$ cat src/rtl/fpq_defines.vh
// Function
// - host: enter sequence then protect algorithm locks
// - host: exit secure mode after lock and verify
// - both: write only with ce, we low, oe high
// - both: program needs preceding unlock cycles
// - both: 98h at word 55h enters query
// - host: reset command leaves query mode
`ifndef FPQ_DEFINES_VH
`define FPQ_DEFINES_VH
`define FPQ_ADDR_UNLOCK1   21'h000555
`define FPQ_ADDR_UNLOCK2   21'h0002aa
`define FPQ_ADDR_QUERY     21'h000055
`define FPQ_DATA_UNLOCK1   16'h00aa
`define FPQ_DATA_UNLOCK2   16'h0055
`define FPQ_CMD_QUERY      16'h0098
`define FPQ_CMD_RESET      16'h00f0
`define FPQ_CMD_SEC_ENTER  16'h0088
`define FPQ_CMD_SEC_EXIT   16'h0090
`define FPQ_CMD_SEC_EXIT2  16'h0000
`define FPQ_CMD_PROGRAM    16'h00a0
`define FPQ_QRY_ADDR0      21'h000010
`define FPQ_QRY_Q          16'h0051
`define FPQ_QRY_R          16'h0052
`define FPQ_QRY_Y          16'h0059
`define FPQ_LOCK_BIT       7
`define FPQ_T_SETUP_NS     30
`define FPQ_T_PULSE_NS     40
`define FPQ_T_ACCESS_NS    90
`define FPQ_CLK_NS         10
`define FPQ_ACCESS_PAD     2
`endif

$ cat src/rtl/fpq_bus_cycle.v
`timescale 1ns/1ps
`include "fpq_defines.vh"
// one parallel bus cycle: write or read with fixed strobe timing
module fpq_bus_cycle (
  input  wire        core_clk,
  input  wire        reset_n,
  input  wire        start,
  input  wire        isWrite,
  input  wire [20:0] addrIn,
  input  wire [15:0] dataIn,
  input  wire [15:0] pinDataIn,
  output reg         busy,
  output reg         done,
  output reg  [15:0] readData,
  output reg  [20:0] flashAddr,
  output reg  [15:0] flashDataOut,
  output reg         flashDataOe_n,
  output reg         flashCe_n,
  output reg         flashOe_n,
  output reg         flashWe_n
);
  localparam integer SETUP_INT  = (`FPQ_T_SETUP_NS + `FPQ_CLK_NS - 1) / `FPQ_CLK_NS;
  localparam integer PULSE_INT  = (`FPQ_T_PULSE_NS + `FPQ_CLK_NS - 1) / `FPQ_CLK_NS;
  localparam integer ACCESS_INT = (`FPQ_T_ACCESS_NS + `FPQ_CLK_NS - 1) / `FPQ_CLK_NS + `FPQ_ACCESS_PAD;
  localparam [7:0]   SETUP_CYC  = SETUP_INT[7:0];
  localparam [7:0]   PULSE_CYC  = PULSE_INT[7:0];
  localparam [7:0]   ACCESS_CYC = ACCESS_INT[7:0];
  localparam [1:0] S_IDLE = 2'h0;
  localparam [1:0] S_SETUP = 2'h1;
  localparam [1:0] S_STROBE = 2'h2;
  localparam [1:0] S_END = 2'h3;
  reg [1:0] state;
  reg [7:0] count;
  reg       writing;
  always @(posedge core_clk or negedge reset_n)
  begin
    if (!reset_n)
    begin
      state <= S_IDLE;
      count <= 8'h00;
      writing <= 1'b0;
      busy <= 1'b0;
      done <= 1'b0;
      readData <= 16'h0000;
      flashAddr <= 21'h000000;
      flashDataOut <= 16'h0000;
      flashDataOe_n <= 1'b1;
      flashCe_n <= 1'b1;
      flashOe_n <= 1'b1;
      flashWe_n <= 1'b1;
    end
    else
    begin
      done <= 1'b0;
      case (state)
        S_IDLE:
        begin
          if (start)
          begin
            busy <= 1'b1;
            writing <= isWrite;
            flashAddr <= addrIn;
            flashDataOut <= dataIn;
            flashDataOe_n <= ~isWrite;
            flashCe_n <= 1'b0;
            count <= SETUP_CYC;
            state <= S_SETUP;
          end
        end
        S_SETUP:
        begin
          if (count > 8'h01)
            count <= count - 8'h01;
          else
          begin
            // write: ce low, we low, oe high
            flashWe_n <= ~writing;
            flashOe_n <= writing;
            count <= writing ? PULSE_CYC : ACCESS_CYC;
            state <= S_STROBE;
          end
        end
        S_STROBE:
        begin
          if (count > 8'h01)
            count <= count - 8'h01;
          else
          begin
            if (!writing)
              readData <= pinDataIn;
            flashWe_n <= 1'b1;
            flashOe_n <= 1'b1;
            state <= S_END;
          end
        end
        S_END:
        begin
          flashCe_n <= 1'b1;
          flashDataOe_n <= 1'b1;
          busy <= 1'b0;
          done <= 1'b1;
          state <= S_IDLE;
        end
        default:
          state <= S_IDLE;
      endcase
    end
  end
endmodule

$ cat src/rtl/fpq_host.v
`timescale 1ns/1ps
`include "fpq_defines.vh"
// host sequencer: runs reads, single-write query and reset, and unlock-prefixed command sequences on the flash pins
module fpq_host (
  input  wire        core_clk,
  input  wire        reset_n,
  input  wire        opStart,
  input  wire [2:0]  opCode,
  input  wire [20:0] opAddr,
  input  wire [15:0] opData,
  input  wire [15:0] flashDataIn,
  output reg         opBusy,
  output reg         opDone,
  output reg  [15:0] opReadData,
  output reg         lockIndicator,
  output reg         queryMode,
  output reg         secureMode,
  output wire [20:0] flashAddr,
  output wire [15:0] flashDataOut,
  output wire        flashDataOe_n,
  output wire        flashCe_n,
  output wire        flashOe_n,
  output wire        flashWe_n
);
  localparam [2:0] OP_READ      = 3'h0;
  localparam [2:0] OP_QUERY     = 3'h1;
  localparam [2:0] OP_RESET     = 3'h2;
  localparam [2:0] OP_SEC_ENTER = 3'h3;
  localparam [2:0] OP_SEC_EXIT  = 3'h4;
  localparam [2:0] OP_PROGRAM   = 3'h5;
  localparam [2:0] OP_LOCK_READ = 3'h6;
  localparam [1:0] S_IDLE = 2'h0;
  localparam [1:0] S_ISSUE = 2'h1;
  localparam [1:0] S_WAIT = 2'h2;
  reg  [1:0]  state;
  reg  [2:0]  op;
  reg  [2:0]  step;
  reg  [20:0] addr;
  reg  [15:0] data;
  reg  [15:0] pinSync1;
  reg  [15:0] pinSync2;
  reg         cycStart;
  reg         cycWrite;
  reg  [20:0] cycAddr;
  reg  [15:0] cycData;
  wire        cycBusy;
  wire        cycDone;
  wire [15:0] cycRead;
  // number of bus cycles in each operation
  function [2:0] opLength;
    input [2:0] code;
    begin
      case (code)
        OP_QUERY:     opLength = 3'h1;
        OP_RESET:     opLength = 3'h1;
        OP_SEC_ENTER: opLength = 3'h3;
        OP_SEC_EXIT:  opLength = 3'h4;
        OP_PROGRAM:   opLength = 3'h4;
        default:      opLength = 3'h1;
      endcase
    end
  endfunction
  // the step after this one, and whether the current step ends the operation
  wire [2:0]  nextStep = step + 3'h1;
  wire        lastStep = nextStep >= opLength(op);
  // data pins cross into the clock domain through two flops
  always @(posedge core_clk or negedge reset_n)
  begin
    if (!reset_n)
    begin
      pinSync1 <= 16'h0000;
      pinSync2 <= 16'h0000;
    end
    else
    begin
      pinSync1 <= flashDataIn;
      pinSync2 <= pinSync1;
    end
  end
  fpq_bus_cycle u_cycle (
    .core_clk      (core_clk),
    .reset_n       (reset_n),
    .start         (cycStart),
    .isWrite       (cycWrite),
    .addrIn        (cycAddr),
    .dataIn        (cycData),
    .pinDataIn     (pinSync2),
    .busy          (cycBusy),
    .done          (cycDone),
    .readData      (cycRead),
    .flashAddr     (flashAddr),
    .flashDataOut  (flashDataOut),
    .flashDataOe_n (flashDataOe_n),
    .flashCe_n     (flashCe_n),
    .flashOe_n     (flashOe_n),
    .flashWe_n     (flashWe_n)
  );
  // cycle list for the current step
  always @*
  begin
    cycWrite = 1'b1;
    cycAddr = `FPQ_ADDR_UNLOCK1;
    cycData = `FPQ_DATA_UNLOCK1;
    case (op)
      OP_QUERY:
      begin
        cycAddr = `FPQ_ADDR_QUERY;
        cycData = `FPQ_CMD_QUERY;
      end
      OP_RESET:
      begin
        cycAddr = addr;
        cycData = `FPQ_CMD_RESET;
      end
      OP_SEC_ENTER, OP_SEC_EXIT, OP_PROGRAM:
      begin
        // unlock pair precedes the enter, exit and program commands
        if (step == 3'h1)
        begin
          cycAddr = `FPQ_ADDR_UNLOCK2;
          cycData = `FPQ_DATA_UNLOCK2;
        end
        else if (step == 3'h2)
        begin
          cycAddr = `FPQ_ADDR_UNLOCK1;
          cycData = (op == OP_SEC_ENTER) ? `FPQ_CMD_SEC_ENTER :
                    (op == OP_SEC_EXIT) ? `FPQ_CMD_SEC_EXIT : `FPQ_CMD_PROGRAM;
        end
        else if (step == 3'h3)
        begin
          cycAddr = (op == OP_PROGRAM) ? addr : 21'h000000;
          cycData = (op == OP_PROGRAM) ? data : `FPQ_CMD_SEC_EXIT2;
        end
      end
      default:
      begin
        cycWrite = 1'b0;
        cycAddr = addr;
        cycData = 16'h0000;
      end
    endcase
  end
  always @(posedge core_clk or negedge reset_n)
  begin
    if (!reset_n)
    begin
      state <= S_IDLE;
      op <= OP_READ;
      step <= 3'h0;
      addr <= 21'h000000;
      data <= 16'h0000;
      cycStart <= 1'b0;
      opBusy <= 1'b0;
      opDone <= 1'b0;
      opReadData <= 16'h0000;
      lockIndicator <= 1'b0;
      queryMode <= 1'b0;
      secureMode <= 1'b0;
    end
    else
    begin
      cycStart <= 1'b0;
      opDone <= 1'b0;
      case (state)
        S_IDLE:
        begin
          if (opStart)
          begin
            op <= opCode;
            addr <= opAddr;
            data <= opData;
            step <= 3'h0;
            opBusy <= 1'b1;
            state <= S_ISSUE;
          end
        end
        S_ISSUE:
        begin
          if (!cycBusy)
          begin
            cycStart <= 1'b1;
            state <= S_WAIT;
          end
        end
        S_WAIT:
        begin
          if (cycDone)
          begin
            if (!lastStep)
            begin
              step <= nextStep;
              state <= S_ISSUE;
            end
            else
            begin
              opReadData <= cycRead;
              case (op)
                OP_LOCK_READ:
                  lockIndicator <= cycRead[`FPQ_LOCK_BIT];
                OP_QUERY:
                  queryMode <= 1'b1;
                OP_RESET:
                  queryMode <= 1'b0;
                OP_SEC_ENTER:
                  secureMode <= 1'b1;
                OP_SEC_EXIT:
                  secureMode <= 1'b0;
                default:
                  lockIndicator <= lockIndicator;
              endcase
              opBusy <= 1'b0;
              opDone <= 1'b1;
              state <= S_IDLE;
            end
          end
        end
        default:
          state <= S_IDLE;
      endcase
    end
  end
endmodule

$ cat config.mk
export PLATFORM = sky130hd
export DESIGN_NAME = fpq_host
export DESIGN_NICKNAME = d
export VERILOG_FILES = /design/src/rtl/fpq_bus_cycle.v /design/src/rtl/fpq_host.v
export VERILOG_INCLUDE_DIRS = /design/src /design/src/rtl
export SDC_FILE = /design/constraint.sdc
export NUM_CORES = 1
export LEC_CHECK = 0
export BUFFER_PORTS_ARGS = -buffer_cell sky130_fd_sc_hd__buf_4
export CORE_MARGIN = 8
export CORE_UTILIZATION = 60
export CTS_CLUSTER_SIZE = 16
export DETAILED_ROUTE_END_ITERATION = 6
export GPL_TIMING_DRIVEN = 0
export PLACE_DENSITY = 0.94
export SLEW_MARGIN = 20
export SYNTH_ARGS = -nofsm -noshare
export SYNTH_HDL_FRONTEND = slang
export SYNTH_HIERARCHICAL = 1
export SYNTH_SLANG_ARGS = --single-unit
$ cat constraint.sdc
create_clock -name core_clk -period 5.93 [get_ports core_clk]
set_clock_uncertainty 0.2 [all_clocks]
set_input_delay 1.186 -clock core_clk [delete_from_list [all_inputs] [get_ports core_clk]]
set_output_delay 1.186 -clock core_clk [all_outputs]
set_load 0.02 [all_outputs]
==> results.ini <==
[synth]
synth-edff-count = 0
synth_ff_type = dfrtp_1
ys.warnings.count = 6
syn-cell-area_mm2 = 0.00720
async_flop_share_pct = 100
syn_inst = 627
synth-seq-cells = 169
synth_nets = 699
seq_area_frac_synth_pct = 58.8
syn_area_per_cell_um2 = 11.5
synth.distinct_cells = 64

[cells_and_area]
syn2layout_area_growth_pct = 23.1
final_core_util_pct = 74.8
drive_above_1_share_pct = 30.0
diodes = 0
final_nets = 839

[place]
numPortBuffers = 120
dp_hpwl_um = 12400
place_congestion = 0.950

[pwr]
power_frac_comb_pct = 41.1
ir_drop_uv = 350
p_sw_share_pct = 38.6
p_leak_nw = 4.52
cellPowerDensity_mw_per_mm2 = 547
seq_power_share_pct = 37.7
finalPower_mw = 4.85
p_int_mw = 2.98
switchingPower_mw = 1.87
clockPowerShare_pct = 21.2

[setup_path]
required_ns = 6.03
cp_top_family = buffers and inverters
crit_type = reg -> reg
cpPeakStageDelay_ns = 0.37
ff2ff_setup_slack_ns = 2.89
crit_arrival_ns = 3.14
cp_common_cell = buf_2
startpoint_type = flop
crit_chain = clkbuf_1 > nor2b_1 > buf_2 > inv_2 > ha_1 > a21oi_1 > o21ai_2 > nand2_2 > buf_2 > mux2_1
worst-path-buf-inv = 4
end_kind = flop
path_max_fanout = 10
crit_slowest_cell = mux2_1

[clocking]
clock_latency_ns = 0.43
cts-hold-fix-buffers = 0
cts_buffer_depth = 2
post_cts_resized = 0
numCtsBuffers = 17
cts_tree = built
postCtsSetupBuffers = 0
clock-sinks = 169
clkTransAtPathRegs_ns = 0.07
cts-root-buf = clkbuf_16
h-tree-depth = 4

[sta]
tightest_slew_ns = 1.09
setup_viol = 0
rsz0062_at_grt = false
drv_slew = 0
finalCritPeriodShare_pct = 51.2
whs_ns = 0.149
fmax_mhz = 329
setup_tns_ns = 0
final-hold-violation-count = 0
post-route-min-period_ns = 3.04
slew_headroom_pct = 27.1

[global_routing]
grt-ovfl-total = 0
grt_max_degree = 93
antenna_found_initial = 0
grt_usage_pct = 23.1
grt_pass1_wl_um = 28800
grt_pass1_vias = 5722

[routing]
drtIter0Drc = 487
vias_per_cell = 5.78
wl_um = 17700
ant_nets = 0
route.detailed.drc = 0
wire_per_inst_um = 19.1
vias = 5355
firstDrtPassIters = 6

[floorplan]
initial_utilization_pct = 60.7
die-area_mm2 = 0.0158
die_h_um = 126
dieWidth_um = 126
core_area_mm2 = 0.0119
ios = 121
rows = 40

[worst_hold_path]
min_path_type = reg -> reg

[job]
drv_cap = 0

[outcome]
status = complete, no violations

-- worst reg2reg max path, stage by stage (launching register included) --
cell and delay [ns]:
dfrtp_1 0.33, clkbuf_1 0.27, nor2b_1 0.17, buf_2 0.21, inv_2 0.10, ha_1 0.30
a21oi_1 0.25, o21ai_2 0.16, nand2_2 0.24, buf_2 0.30, mux2_1 0.37
-- per-stage QoR --
stage | instance area, um^2 | std cells | worst slack, ns
2_1_floorplan | 7200 | 627 | 3.31
3_3_place_gp | 8290 | 894 | 2.69
3_5_place_dp | 8320 | 895 | 2.88
4_1_cts | 8870 | 926 | 2.89
5_1_grt | 8870 | 926 | 2.75
6_report | 8870 | 926 | 2.89
-- cells in the mapped netlist (all sizes together), types with 2 or more instances --
| library cell | instances | area (um^2) |
|---|---|---|
| dfrtp | 165 | 4130 |
| nand2 | 138 | 521 |
| mux2 | 72 | 852 |
| a21oi | 25 | 125 |
| and2 | 20 | 125 |
| clkbuf | 20 | 75.1 |
| nor2 | 19 | 71.3 |
| o21ai | 18 | 93.8 |
| inv | 16 | 60.1 |
| ha | 13 | 163 |
| nand2b | 10 | 62.6 |
| a21o | 9 | 68.8 |
| buf | 9 | 65.1 |
| nor3 | 9 | 45.0 |
| nor2b | 8 | 57.6 |
| a211o | 7 | 61.3 |
| nand3 | 6 | 30.0 |
| a31oi | 5 | 31.3 |
| a211oi | 4 | 30.0 |
| dfstp | 4 | 105 |
| nand3b | 4 | 46.3 |
| a2bb2oi | 3 | 26.3 |
| and3 | 3 | 18.8 |
| nor3b | 3 | 22.5 |
| nor4 | 3 | 33.8 |
| o211ai | 3 | 22.5 |
| o22a | 3 | 26.3 |
| a31o | 2 | 17.5 |
| and3b | 2 | 18.8 |
| nand4 | 2 | 12.5 |
| o21a | 2 | 22.5 |
| o21bai | 2 | 15.0 |
| o41ai | 2 | 17.5 |
| or3 | 2 | 12.5 |
| xor2 | 2 | 17.5 |
-- registers in the layout, indices dropped and copies added (netlist names), 2 cells and up --
register	flops
u_cycle/state	2
u_cycle/flashDataOut	16
step	3
op	3
u_cycle/count	8
u_cycle/flashAddr	21
addr	21
opReadData	16
state	2
u_cycle/readData	16
data	16
pinSync2	16
pinSync1	16
-- power by group through the flow --
stage	clock network [mW]	registers (mW)	logic, mW
2_1_floorplan	0	1.94	1.16
3_3_place_gp	0	1.80	1.85
3_5_place_dp	0	1.84	1.95
4_1_cts	1.04	1.82	1.98
5_1_grt	1.08	1.87	2.16
6_report	1.03	1.83	1.99
-- cell usage in the layout, fill, tap and decap left out, types with 16 or more instances in the layout --
master	n
nand2_1	137
nor2_1	19
clkbuf_16	17
mux2_1	16
clkbuf_1	20
dfrtp_1	165
and2_1	19
buf_4	119
a21oi_1	25
mux2_2	45
-- layer usage --
metal | up-vias | global-route usage [%] | share of wire [%]
met2 | 264 | 40.3 | 52
met1 | 2622 | 26.1 | 39
met3 | 48 | 6.59 | 6.6
met4 | 0 | 9.74 | 2.6
met5 | - | 0 | 0
li1 | 2421 | - | -
-- logic make-up after synthesis --
group / synth area share, %
simple gates: 15.3
flops: 58.8
compound gates: 8.67
mux: 12.0
buf+inv: 2.78
fa+ha+maj: 2.26
xor+xnor: 0.243
-- worst paths after layout --
kind / from / endpoint / cells past startpoint
setup / recovery: op[2] / opReadData[8] / 10
hold / removal: pinSync1[7] / pinSync2[7] / 0
setup reg to reg: op[2] / opReadData[8] / 10
hold reg to reg: pinSync1[7] / pinSync2[7] / 0
max in group asynchronous: reset_n / u_cycle/flashCe_n / 2
min in group asynchronous: reset_n / opDone / 1
-- area by class of cell --
class / count / area [um^2]
timing repair buffer: 121 / 936
buffer: 29 / 140
sequential: 169 / 4230
clock inverter: 12 / 93.8
tap: 147 / 184
multi-input combinational: 413 / 2770
inverter: 16 / 60.1
clock buffer: 19 / 453
fill: 720 / 2990
No activity file was read; power rests on OpenSTA's default activity.
